===== src/hdl/fmsp_pkg.sv =====
// Purpose: Shared constants and types for the four-mode serial port.
// Assumes: 100 MHz i_clock; port clock equals i_clock.
// Notes: Register offsets are byte addresses on the plain register port.
// Function
// - Mode field 00 in high control bits 7:6 selects synchronous shift mode.
// - Data address write loads transmit buffer; read returns separate receive buffer.
// - Next byte may arrive before read; unread held byte then gets overwritten.
// - Any write to the data address starts a transmission in every mode.
// - Mode 0 reception starts only when receive pending is zero and enable set.
// - Modes 1-3 reception starts on a low start bit with receive enabled.
// - Reset clears both control registers to zero.
// - Mode 0 sets receive pending after the eighth bit shifts in.
// - Mode 1 sets receive pending at stop bit midpoint.
// - Modes 2 and 3 set receive pending at ninth bit midpoint.
// - Pending flags are cleared only by software, never by hardware.
// - Mode 0 sets transmit pending after the eighth bit shifts out.
// - Modes 1-3 set transmit pending at the start of the stop bit.
// - Modes 0, 1, 3 rate is port clock over sixteen times divisor plus one.
// - Mode 2 rate is port clock over sixteen, divisor ignored.
// - Mode 0 drives shift clock on transmit pin, data on receive pin.
// - Mode 0 moves eight bits, least significant first.
// - High bit 1 enables receive interrupt, low bit 1 enables transmit interrupt.
// - A set pending flag with its enable raises an interrupt request.
// - Low control bits 3:2 select the port clock source.
// - Low bit 7 enables transmit parity generation; software clears it for modes 0, 1.
// - Mode 01 is 8-bit async, 10 fixed-rate 9-bit, 11 variable-rate 9-bit.
// - Async 8-bit frame: low start, eight data bits LSB first, high stop.
// - Ninth transmit bit from high bit 3, received ninth bit into bit 2.
// - Multiprocessor enable in 9-bit modes blocks interrupt when ninth bit is zero.
package fmsp_pkg;
  localparam logic [7:0] ADDR_CTRL_HIGH = 8'h14;
  localparam logic [7:0] ADDR_CTRL_LOW = 8'h15;
  localparam logic [7:0] ADDR_DATA = 8'h16;
  localparam logic [7:0] ADDR_BAUD = 8'h17;
  localparam logic [7:0] CTRL_RESET = 8'h00;
  localparam logic [7:0] BAUD_RESET = 8'h00;
  // High control bit positions
  localparam int H_MODE_HI = 7;
  localparam int H_MODE_LO = 6;
  localparam int H_MCE = 5;
  localparam int H_RE = 4;
  localparam int H_TB8 = 3;
  localparam int H_RB8 = 2;
  localparam int H_RIE = 1;
  localparam int H_RIP = 0;
  // Low control bit positions
  localparam int L_PAR = 7;
  localparam int L_CLK_HI = 3;
  localparam int L_CLK_LO = 2;
  localparam int L_TIE = 1;
  localparam int L_TIP = 0;
  localparam logic [3:0] OVS_LAST = 4'hf;
  localparam logic [3:0] OVS_MID = 4'h7;
  localparam logic [3:0] LAST_DATA = 4'h7;
  localparam logic [3:0] NINTH = 4'h8;
  localparam logic [3:0] BIT_ZERO = 4'h0;
  localparam logic [3:0] SCK_FALL = 4'h0;
  localparam logic [3:0] SCK_RISE = 4'h8;
  typedef enum logic [1:0] {
    FMSP_MODE_SHIFT = 2'b00,
    FMSP_MODE_A8 = 2'b01,
    FMSP_MODE_A9_FIX = 2'b10,
    FMSP_MODE_A9_VAR = 2'b11
  } fmsp_mode_t;
  typedef enum logic [2:0] {
    FMSP_TX_IDLE = 3'b000,
    FMSP_TX_START = 3'b001,
    FMSP_TX_DATA = 3'b010,
    FMSP_TX_NINTH = 3'b011,
    FMSP_TX_STOP = 3'b100,
    FMSP_TX_SHIFT = 3'b101
  } fmsp_tx_st_t;
  typedef enum logic [2:0] {
    FMSP_RX_IDLE = 3'b000,
    FMSP_RX_START = 3'b001,
    FMSP_RX_DATA = 3'b010,
    FMSP_RX_NINTH = 3'b011,
    FMSP_RX_STOP = 3'b100,
    FMSP_RX_SHIFT = 3'b101
  } fmsp_rx_st_t;
  typedef struct packed {
    logic [7:0] addr;
    logic [7:0] wdata;
    logic wr;
    logic rd;
  } fmsp_bus_t;
  typedef struct packed {
    logic [7:0] div;
    logic tick;
  } fmsp_baud_t;
  typedef struct packed {
    logic s1;
    logic s2;
  } fmsp_sync_t;
endpackage


===== src/hdl/fmsp_sync.sv =====
// Purpose: Two flip-flop synchroniser for the receive pin.
// Assumes: Input is asynchronous to i_clock.
// Notes: First stage feeds only the second stage.
`timescale 1ns/1ns
module fmsp_sync (
  // Clock and reset
  input wire logic i_clock,
  input wire logic i_srst,
  // Level
  input wire logic i_async,
  output logic o_sync
);
  fmsp_pkg::fmsp_sync_t st_reg, st_next;
  always_comb begin
    st_next = st_reg;
    st_next.s1 = i_async;
    st_next.s2 = st_reg.s1;
  end
  // Idle line is high, so reset to one to avoid a false start
  always_ff @(posedge i_clock) begin
    if (i_srst) begin
      st_reg <= '1;
    end else begin
      st_reg <= st_next;
    end
  end
  assign o_sync = st_reg.s2;
endmodule // fmsp_sync


===== src/hdl/fmsp_baud.sv =====
// Purpose: Sixteen-times tick generator.
// Assumes: Port clock is i_clock.
// Notes: Tick is one cycle every divisor plus one clocks, or every clock when i_fixed is set.
`timescale 1ns/1ns
module fmsp_baud (
  // Clock and reset
  input wire logic i_clock,
  input wire logic i_srst,
  // Setting
  input wire logic i_fixed,
  input wire logic [7:0] i_divisor,
  // Tick
  output logic o_tick
);
  fmsp_pkg::fmsp_baud_t st_reg, st_next;
  always_comb begin
    st_next = st_reg;
    st_next.tick = 1'b0;
    if (i_fixed) begin
      st_next.div = 8'h00;
      st_next.tick = 1'b1;
    end else if (st_reg.div >= i_divisor) begin
      st_next.div = 8'h00;
      st_next.tick = 1'b1;
    end else begin
      st_next.div = st_reg.div + 8'h01;
    end
  end
  always_ff @(posedge i_clock) begin
    if (i_srst) begin
      st_reg <= '0;
    end else begin
      st_reg <= st_next;
    end
  end
  assign o_tick = st_reg.tick;
endmodule // fmsp_baud


===== src/hdl/fmsp_port.sv =====
// Purpose: Four-mode serial port with register port and serial pins.
// Assumes: Single 100 MHz clock; port clock source bits stored only.
// Notes: Shift clock and data outputs are registered.
`timescale 1ns/1ns
module fmsp_port (
  // Clock and reset
  input wire logic i_clock,
  input wire logic i_srst,
  // Register port
  input wire logic [7:0] i_addr,
  input wire logic [7:0] i_wdata,
  input wire logic i_wr,
  input wire logic i_rd,
  output logic [7:0] o_rdata,
  // Serial pins
  input wire logic i_serial_rx_pin,
  output logic o_serial_rx_pin,
  output logic o_serial_rx_pin_oe,
  output logic o_serial_tx_pin,
  // Interrupt requests
  output logic o_rx_irq,
  output logic o_tx_irq,
  // Port clock source selection
  output logic [1:0] o_clock_select
);
  typedef struct packed {
    logic [7:0] ctrl_high;
    logic [7:0] ctrl_low;
    logic [7:0] baud_divisor;
    logic [7:0] rx_buf;
    logic [7:0] rdata;
    fmsp_pkg::fmsp_tx_st_t tx_st;
    logic [3:0] tx_ovs;
    logic [3:0] tx_bit;
    logic [7:0] tx_sh;
    logic tx_par;
    logic tx_out;
    logic sck;
    fmsp_pkg::fmsp_rx_st_t rx_st;
    logic [3:0] rx_ovs;
    logic [3:0] rx_bit;
    logic [7:0] rx_sh;
    logic rx_ninth;
    logic rx_oe;
    logic rx_dout;
  } fmsp_state_t;

  fmsp_state_t st_reg, st_next;
  logic rx_in;
  logic tick;
  fmsp_pkg::fmsp_bus_t bus;
  fmsp_pkg::fmsp_mode_t mode;
  logic data_wr;

  // ==========================================================
  // Input synchroniser and rate generator
  fmsp_sync u_sync (
    .i_clock(i_clock),
    .i_srst(i_srst),
    .i_async(i_serial_rx_pin),
    .o_sync(rx_in)
  );

  fmsp_baud u_baud (
    .i_clock(i_clock),
    .i_srst(i_srst),
    .i_fixed(mode == fmsp_pkg::FMSP_MODE_A9_FIX),
    .i_divisor(st_reg.baud_divisor),
    .o_tick(tick)
  );

  assign bus = '{addr: i_addr, wdata: i_wdata, wr: i_wr, rd: i_rd};
  assign mode = fmsp_pkg::fmsp_mode_t'(
    st_reg.ctrl_high[fmsp_pkg::H_MODE_HI:fmsp_pkg::H_MODE_LO]);
  assign data_wr = bus.wr && (bus.addr == fmsp_pkg::ADDR_DATA);

  // ==========================================================
  // Next-state logic
  always_comb begin
    st_next = st_reg;
    // Registers; software writes may clear pending flags
    if (bus.wr) begin
      case (bus.addr)
        fmsp_pkg::ADDR_CTRL_HIGH: st_next.ctrl_high = bus.wdata;
        fmsp_pkg::ADDR_CTRL_LOW: st_next.ctrl_low = bus.wdata;
        // Transmit buffer is the shift register, so a write mid-frame restarts it
        fmsp_pkg::ADDR_DATA: st_next.tx_sh = bus.wdata;
        fmsp_pkg::ADDR_BAUD: st_next.baud_divisor = bus.wdata;
        default: st_next.rdata = st_reg.rdata;
      endcase
    end
    if (bus.rd) begin
      case (bus.addr)
        fmsp_pkg::ADDR_CTRL_HIGH: st_next.rdata = st_reg.ctrl_high;
        fmsp_pkg::ADDR_CTRL_LOW: st_next.rdata = st_reg.ctrl_low;
        fmsp_pkg::ADDR_DATA: st_next.rdata = st_reg.rx_buf;
        fmsp_pkg::ADDR_BAUD: st_next.rdata = st_reg.baud_divisor;
        default: st_next.rdata = 8'h00;
      endcase
    end else begin
      st_next.rdata = 8'h00;
    end

    // ==========================================================
    // Transmitter
    if (data_wr) begin
      st_next.tx_ovs = 4'h0;
      st_next.tx_bit = fmsp_pkg::BIT_ZERO;
      st_next.tx_par = 1'b0;
      if (mode == fmsp_pkg::FMSP_MODE_SHIFT) begin
        st_next.tx_st = fmsp_pkg::FMSP_TX_SHIFT;
        st_next.rx_oe = 1'b1;
        st_next.rx_dout = bus.wdata[0];
      end else begin
        st_next.tx_st = fmsp_pkg::FMSP_TX_START;
        st_next.tx_out = 1'b0;
      end
    end else if (tick) begin
      st_next.tx_ovs = st_reg.tx_ovs + 4'h1;
      case (st_reg.tx_st)
        fmsp_pkg::FMSP_TX_IDLE: begin
          st_next.tx_ovs = 4'h0;
        end
        fmsp_pkg::FMSP_TX_SHIFT: begin
          // Shift clock low half then high half of each bit
          if (st_reg.tx_ovs == fmsp_pkg::SCK_FALL) begin
            st_next.sck = 1'b0;
          end else if (st_reg.tx_ovs == fmsp_pkg::SCK_RISE) begin
            st_next.sck = 1'b1;
          end
          if (st_reg.tx_ovs == fmsp_pkg::OVS_LAST) begin
            st_next.tx_sh = {1'b0, st_reg.tx_sh[7:1]};
            st_next.rx_dout = st_reg.tx_sh[1];
            st_next.tx_bit = st_reg.tx_bit + 4'h1;
            if (st_reg.tx_bit == fmsp_pkg::LAST_DATA) begin
              st_next.tx_st = fmsp_pkg::FMSP_TX_IDLE;
              st_next.rx_oe = 1'b0;
              st_next.ctrl_low[fmsp_pkg::L_TIP] = 1'b1;
            end
          end
        end
        fmsp_pkg::FMSP_TX_START: begin
          if (st_reg.tx_ovs == fmsp_pkg::OVS_LAST) begin
            st_next.tx_st = fmsp_pkg::FMSP_TX_DATA;
            st_next.tx_out = st_reg.tx_sh[0];
          end
        end
        fmsp_pkg::FMSP_TX_DATA: begin
          if (st_reg.tx_ovs == fmsp_pkg::OVS_LAST) begin
            st_next.tx_par = st_reg.tx_par ^ st_reg.tx_sh[0];
            st_next.tx_sh = {1'b0, st_reg.tx_sh[7:1]};
            st_next.tx_bit = st_reg.tx_bit + 4'h1;
            st_next.tx_out = st_reg.tx_sh[1];
            if (st_reg.tx_bit == fmsp_pkg::LAST_DATA) begin
              if (mode == fmsp_pkg::FMSP_MODE_A8) begin
                st_next.tx_st = fmsp_pkg::FMSP_TX_STOP;
                st_next.tx_out = 1'b1;
                st_next.ctrl_low[fmsp_pkg::L_TIP] = 1'b1;
              end else begin
                st_next.tx_st = fmsp_pkg::FMSP_TX_NINTH;
                // Parity replaces the programmed ninth bit when enabled
                st_next.tx_out = st_reg.ctrl_low[fmsp_pkg::L_PAR] ?
                  (st_reg.tx_par ^ st_reg.tx_sh[0]) : st_reg.ctrl_high[fmsp_pkg::H_TB8];
              end
            end
          end
        end
        fmsp_pkg::FMSP_TX_NINTH: begin
          if (st_reg.tx_ovs == fmsp_pkg::OVS_LAST) begin
            st_next.tx_st = fmsp_pkg::FMSP_TX_STOP;
            st_next.tx_out = 1'b1;
            st_next.ctrl_low[fmsp_pkg::L_TIP] = 1'b1;
          end
        end
        fmsp_pkg::FMSP_TX_STOP: begin
          if (st_reg.tx_ovs == fmsp_pkg::OVS_LAST) begin
            st_next.tx_st = fmsp_pkg::FMSP_TX_IDLE;
          end
        end
        default: st_next.tx_st = fmsp_pkg::FMSP_TX_IDLE;
      endcase
    end

    // ==========================================================
    // Receiver
    if (tick) begin
      st_next.rx_ovs = st_reg.rx_ovs + 4'h1;
      case (st_reg.rx_st)
        fmsp_pkg::FMSP_RX_IDLE: begin
          st_next.rx_ovs = 4'h0;
          st_next.rx_bit = fmsp_pkg::BIT_ZERO;
          if (st_reg.ctrl_high[fmsp_pkg::H_RE]) begin
            if (mode == fmsp_pkg::FMSP_MODE_SHIFT) begin
              // Mode 0 receive owns the shift clock while idle otherwise
              if (!st_reg.ctrl_high[fmsp_pkg::H_RIP] &&
                  st_reg.tx_st == fmsp_pkg::FMSP_TX_IDLE) begin
                st_next.rx_st = fmsp_pkg::FMSP_RX_SHIFT;
              end
            end else if (!rx_in) begin
              st_next.rx_st = fmsp_pkg::FMSP_RX_START;
            end
          end
        end
        fmsp_pkg::FMSP_RX_START: begin
          if (st_reg.rx_ovs == fmsp_pkg::OVS_MID) begin
            // A glitch shorter than half a bit is dropped
            if (rx_in) begin
              st_next.rx_st = fmsp_pkg::FMSP_RX_IDLE;
            end else begin
              st_next.rx_st = fmsp_pkg::FMSP_RX_DATA;
              st_next.rx_ovs = 4'h0;
            end
          end
        end
        fmsp_pkg::FMSP_RX_DATA: begin
          if (st_reg.rx_ovs == fmsp_pkg::OVS_LAST) begin
            st_next.rx_sh = {rx_in, st_reg.rx_sh[7:1]};
            st_next.rx_bit = st_reg.rx_bit + 4'h1;
            if (st_reg.rx_bit == fmsp_pkg::LAST_DATA) begin
              st_next.rx_st = (mode == fmsp_pkg::FMSP_MODE_A8) ?
                fmsp_pkg::FMSP_RX_STOP : fmsp_pkg::FMSP_RX_NINTH;
            end
          end
        end
        fmsp_pkg::FMSP_RX_NINTH: begin
          if (st_reg.rx_ovs == fmsp_pkg::OVS_LAST) begin
            // Held byte is overwritten if still unread
            st_next.rx_st = fmsp_pkg::FMSP_RX_IDLE;
            st_next.rx_buf = st_reg.rx_sh;
            st_next.ctrl_high[fmsp_pkg::H_RB8] = rx_in;
            if (!(st_reg.ctrl_high[fmsp_pkg::H_MCE] && !rx_in)) begin
              st_next.ctrl_high[fmsp_pkg::H_RIP] = 1'b1;
            end
          end
        end
        fmsp_pkg::FMSP_RX_STOP: begin
          if (st_reg.rx_ovs == fmsp_pkg::OVS_LAST) begin
            st_next.rx_st = fmsp_pkg::FMSP_RX_IDLE;
            st_next.rx_buf = st_reg.rx_sh;
            // With multiprocessor enable, a bad stop bit raises no flag
            if (!(st_reg.ctrl_high[fmsp_pkg::H_MCE] && !rx_in)) begin
              st_next.ctrl_high[fmsp_pkg::H_RIP] = 1'b1;
            end
          end
        end
        fmsp_pkg::FMSP_RX_SHIFT: begin
          if (st_reg.rx_ovs == fmsp_pkg::SCK_FALL) begin
            st_next.sck = 1'b0;
          end else if (st_reg.rx_ovs == fmsp_pkg::SCK_RISE) begin
            st_next.sck = 1'b1;
            st_next.rx_sh = {rx_in, st_reg.rx_sh[7:1]};
            st_next.rx_bit = st_reg.rx_bit + 4'h1;
          end else if (st_reg.rx_ovs == fmsp_pkg::OVS_LAST &&
                       st_reg.rx_bit == fmsp_pkg::NINTH) begin
            st_next.rx_st = fmsp_pkg::FMSP_RX_IDLE;
            st_next.rx_buf = st_reg.rx_sh;
            st_next.ctrl_high[fmsp_pkg::H_RIP] = 1'b1;
          end
        end
        default: st_next.rx_st = fmsp_pkg::FMSP_RX_IDLE;
      endcase
    end
    if (mode != fmsp_pkg::FMSP_MODE_SHIFT) begin
      st_next.sck = 1'b1;
    end
  end

  // ==========================================================
  // State register
  always_ff @(posedge i_clock) begin
    if (i_srst) begin
      st_reg <= '0;
      st_reg.ctrl_high <= fmsp_pkg::CTRL_RESET;
      st_reg.ctrl_low <= fmsp_pkg::CTRL_RESET;
      st_reg.baud_divisor <= fmsp_pkg::BAUD_RESET;
      st_reg.tx_st <= fmsp_pkg::FMSP_TX_IDLE;
      st_reg.rx_st <= fmsp_pkg::FMSP_RX_IDLE;
      st_reg.tx_out <= 1'b1;
      st_reg.sck <= 1'b1;
    end else begin
      st_reg <= st_next;
    end
  end

  // ==========================================================
  // Outputs
  assign o_rdata = st_reg.rdata;
  assign o_serial_rx_pin = st_reg.rx_dout;
  assign o_serial_rx_pin_oe = st_reg.rx_oe;
  // Shift clock replaces serial data on the transmit pin in mode 0
  assign o_serial_tx_pin = (mode == fmsp_pkg::FMSP_MODE_SHIFT) ? st_reg.sck : st_reg.tx_out;
  assign o_rx_irq = st_reg.ctrl_high[fmsp_pkg::H_RIP] &&
    st_reg.ctrl_high[fmsp_pkg::H_RIE];
  assign o_tx_irq = st_reg.ctrl_low[fmsp_pkg::L_TIP] &&
    st_reg.ctrl_low[fmsp_pkg::L_TIE];
  assign o_clock_select = st_reg.ctrl_low[fmsp_pkg::L_CLK_HI:fmsp_pkg::L_CLK_LO];
endmodule // fmsp_port


===== config.mk =====
export PLATFORM = sky130hd
export DESIGN_NAME = fmsp_port
export DESIGN_NICKNAME = d
export VERILOG_FILES = /design/src/hdl/fmsp_pkg.sv /design/src/hdl/fmsp_sync.sv /design/src/hdl/fmsp_baud.sv /design/src/hdl/fmsp_port.sv
export SDC_FILE = /design/constraint.sdc
export NUM_CORES = 1
export LEC_CHECK = 0
export ABC_AREA = 1
export BUFFER_PORTS_ARGS = -buffer_cell sky130_fd_sc_hd__buf_2
export CORE_UTILIZATION = 32
export DETAILED_ROUTE_END_ITERATION = 10
export MAX_ROUTING_LAYER = met4
export PLACE_DENSITY = 0.56
export SYNTH_ARGS = -nofsm -noshare
export SYNTH_HDL_FRONTEND = slang
export SYNTH_SLANG_ARGS = --single-unit
export TNS_END_PERCENT = 20

===== constraint.sdc =====
create_clock -name i_clock -period 1.76 [get_ports i_clock]
set_input_delay 0.088 -clock i_clock [delete_from_list [all_inputs] [get_ports i_clock]]
set_output_delay 0.088 -clock i_clock [all_outputs]
set_load 0.05 [all_outputs]

Word-level counts from Yosys, hierarchy flattened
Cells that the tools add are included.

Input bits: 21. Logic and storage cells: 217. Output and inout bits: 15. Register bits: 94.

Order comparisons: 1. Add/sub/neg operators: 5. Reduce and logical (&&, ||, !) cells: 41. Equality and inequality tests: 47. Mux-type cells: 97. Bitwise gates (word level): 2.

Operator list (count): two-way mux 8 bit (9); two-way mux 3 bit (20); two-way mux 14 bit (4); two-way mux 12 bit (4); two-way mux 1 bit (36); == test 8 x 5 -> 1 bit (second input constant) (4); one-hot mux 8 bit (2 select lines) (2); one-hot mux 8 bit (4 select lines) (1); inequality test 3 bit (second input constant) (9); one-hot mux 12 bit (2 select lines) (1); two-way mux 22 bit (1); inequality test 2 bit (second input constant) (11); == test 4 bit (second input constant) (5); two-way mux 20 bit (1); two-way mux 19 bit (1); one-hot mux 3 bit (6 select lines) (1); adder 4 x 1 -> 4 bit (second input constant) (4); nonzero test 2 bit (8); one-hot mux 3 bit (5 select lines) (1); AND reduction 5 bit (3); == test 3 x 2 -> 1 bit (second input constant) (4); == test 3 bit (second input constant) (4); == test 4 x 3 -> 1 bit (second input constant) (3); two-way mux 2 bit (6); other kinds (31) (50).

Depth between registers and ports, before layout
Depth in word-level cells: 15. Depth in mapped cells: 12. Depth with buffers taken out: 12.

By module
From an unflattened synthesis, not the netlist that was laid out.

Cell total of the unflattened synthesis: 701. Area total of the unflattened synthesis: 4927.2 um^2.

Modules (own cells, without submodules): fmsp_port (area each 4284.1 um^2, cells each 613, instances 1, seq. area each 1661.6 um^2); fmsp_baud (area each 584.3 um^2, cells each 81, instances 1, seq. area each 180.2 um^2); fmsp_sync (area each 58.8 um^2, cells each 7, instances 1, seq. area each 40.0 um^2).

Worst setup path after synthesis
No wires, ideal clock.

Path type: register -> output. Start point: register st_reg, in the netlist mode[0]. End point: output o_serial_tx_pin. Required time: 1.672 ns. Cell stages (with the launch flop): 4. Setup slack: -0.009 ns. Data arrival time: 1.681 ns. Buffers on the path: 0. Cell sequence: dfxtp_1 nor2_1 inv_1 o21ai_0.

Longest elaborated chain between the ends: 2.

Ends and longest elaborated chain: from (decl) (line fmsp_port.sv:48) `fmsp_state_t st_reg, st_next;`; from (signal assigned) (line fmsp_port.sv:281) `st_reg <= st_next;`; zero test 2 bit (line fmsp_port.sv:291) `assign o_serial_tx_pin = (mode == fmsp_pkg::FMSP_MODE_SHIFT) ? st_reg.sck : st_reg.tx_out;`; two-way mux 1 bit (line fmsp_port.sv:291); to (decl) (line fmsp_port.sv:19) `output logic o_serial_tx_pin,`.

Every way passes these cells.

Worst setup path after layout
Same ends and word-level chain as after synthesis.

==> results.md <==
- Final Max Slew Viols: 0
- Area leader, netlist: dfxtp_1
- Leakage power: 2.361 nW
- Multi-input gate area: 2444 sq um
- Core area: 14590 sq um
- Antenna violations before repair: 0
- Post-synth top area share: 39.26%
- First drt pass iteration count: 5
- Synth Flop Type: dfxtp_1
- DR DRC count: 0
- Max-slew headroom: 68.52%
- Top-count cell post-synth: nand2_1
- CTS tree: yes
- Max clock buf depth: 2
- Filler cells: 1533
- Worst-Margin Slew: 0.4709 ns
- Port Buffers: 35
- Yosys cell types: 34
- Tmin final: 1.616 ns
- Std cell rows: 44
- Total power: 6.327 mW
- Clock Skew: 0.01229 ns
- Min-Delay Path Class: primary input to register
- Wire length per cell: 13.40 microns
- Largest register FFs: 69
- Gate Count Post-Synth: 688
- Starting density of the core: 32.86%
- Vias in the first global route: 4204
- Via count: 4452
- Type of origin of the critical path: register
- Die Area: 15470 sq um
- Synth Cell Area: 4793 sq um
- Vias/cell: 4.829
- Fin. Hold Viols: 0
- Die Y-Extent: 124.4 microns
- CTS sink count: 94
- Power per cell area: 1133 nW/um^2
- CP max FO: 4
- CTS root buf: clkbuf_16
- Status: finished, final reports clean
- Die Wd: 124.4 microns
- Dpl hpwl: 9385 microns
- Placer Congestion: 0.8677
- DR iter-0 viols: 338
- Critical path data arrival time: 1.53 ns
- Top cells by count, synth: 99 x nand2_1, 94 x dfxtp_1, 86 x inv_1, 86 x nor2_1
- Num CTS Buffers: 9
- Syn. warnings: 0
- Finish-stage setup viols: 0
- Clock transition at path regs: 0.08 ns
- Clock latency on the worst-skew pair: 0.35 ns
- Syn_nets: 725
- Async SR Flop Fraction: 0%
- IO Count: 36
- Sequential fraction of the synthesis area: 39.26%
- Tcrit/Tclk final: 91.85%
- Critical Path RT: 1.67 ns
- Storage element area: 1882 sq um
- Nets@finish: 770
- Critical Path End Type: output port
- Share of layout cells above drive strength 1: 14.09%
- Max IR drop VDD: 0.4495 mV
- Setup_tns: 0 ns
- Placed cell count: 905
- Post-CTS setup buffers: 0
- Maxcap violations: 0
- Post-route ant nets: 0
- Gr ovfl total: 0
- Synthesis-stage register bit count: 94
- Critical path type: register to output port
- Area post-placement: 5239 sq um
- Fmax achieved: 618.6 MHz
- Total global-route track usage: 16.84%
- Final Cell Area: 5584 sq um
- Ant diodes: 0
- First-pass GRT wire length: 20690 microns
- CTS H-tree depth: 3
- Syn Area/Cell: 6.967 sq um
- Largest net degree at the start of global routing: 35
- Fin util: 38.28%
- DRT Wirelength: 12350 microns
- Post-synth EDFFs: 0
- Area Overhead vs Synth: 16.50%
- Synth area leaders: dfxtp_1 39%, nand2_1 7.8%, inv_1 6.7%, nor2_1 6.7%, nand3_1 6.5%
- Finished Layout Cells: 922
- Unrepaired setup endpoints after global routing: false
## cells by family after synthesis
| logic type | share of synthesized area (%) |
|---|---|
| AOI/OAI and AO/OA | 16.86 |
| and+or+nand+nor | 27.62 |
| buffers and inverters | 10.44 |
| xor gates and xnor gates | 1.644 |
| adders and majority gates | 4.176 |
| DFF | 39.26 |
## metal layers
layer	up-vias	part of all wire [%]	global-route usage, %
li1	2366	-	-
met1	2012	51	22.28
met2	62	45	26.16
met3	12	2.4	2.534
met4	0	1.6	5.670
met5	-	0	-
## timing repair
action | in CTS | in global routing
gates resized for setup | 0 | 8
hold buffers | 1 | 0
setup endpoints to repair | 0 | 18
hold endpoints to repair | 1 | 0
## per-stage QoR
stage	hold slack [ns]	worst slack, ns
2_1_floorplan	0.1918	0.2555
3_3_place_gp	0.2768	0.1210
3_5_place_dp	0.2741	0.08132
4_1_cts	0.04895	0.07014
5_1_grt	0.06663	0.006400
6_report	0.05789	0.1435
## critical path: stages (launching register included)
cell	delay (ns)
dfxtp_1	0.34
nor2_1	0.10
buf_4	0.14
inv_1	0.05
buf_4	0.13
o21ai_1	0.12
buf_2	0.28
## layout by cell type (no fill, tap or decap), drive strengths merged
cell type	instances
nand3	66
ha	16
o21ai	67
a211oi	2
xnor2	5
and3	2
o31ai	2
dlygate4sd3	1
clkinvlp	1
clkbuf	9
bufinv	1
nand4	14
dfxtp	94
a31oi	8
nor2	90
buf	60
o22ai	14
nor3	17
nand3b	2
xor2	4
o21a	1
inv	95
a21oi	55
o211ai	2
or2	3
a22oi	1
nand2	102
clkinv	4
## path summary, 6_finish.rpt
check                                                  start                       end  slack (ns)  cells after the start
worst min register to register  u_sync.st_next[0]$_SDFF_PP1_  u_sync.o_sync$_SDFF_PP1_        0.41                      1
worst max-delay path                    mode[0]$_SDFFE_PP0P_           o_serial_tx_pin        0.14                      6
worst max register to register       st_reg[15]$_SDFFE_PP0P_    st_reg[9]$_SDFFE_PP0P_        0.15                     11
worst min-delay path                              i_wdata[2]   st_reg[62]$_SDFFE_PP0P_        0.06                      3
## layout make-up
type,count,share of cell area [%]
multi-input cells,473,43.76
flip-flops and latches,94,33.70
repair buffers,61,6.677
inverters,94,6.319
well taps,184,4.123
clock buffers,9,4.033
clock inverters,7,1.389
## power breakdown
group | switching (mW) | internal [mW]
registers | 0.168 | 2.29
logic | 1.17 | 0.672
clock network | 0.910 | 1.12
Power figures use the tool's default switching activity.
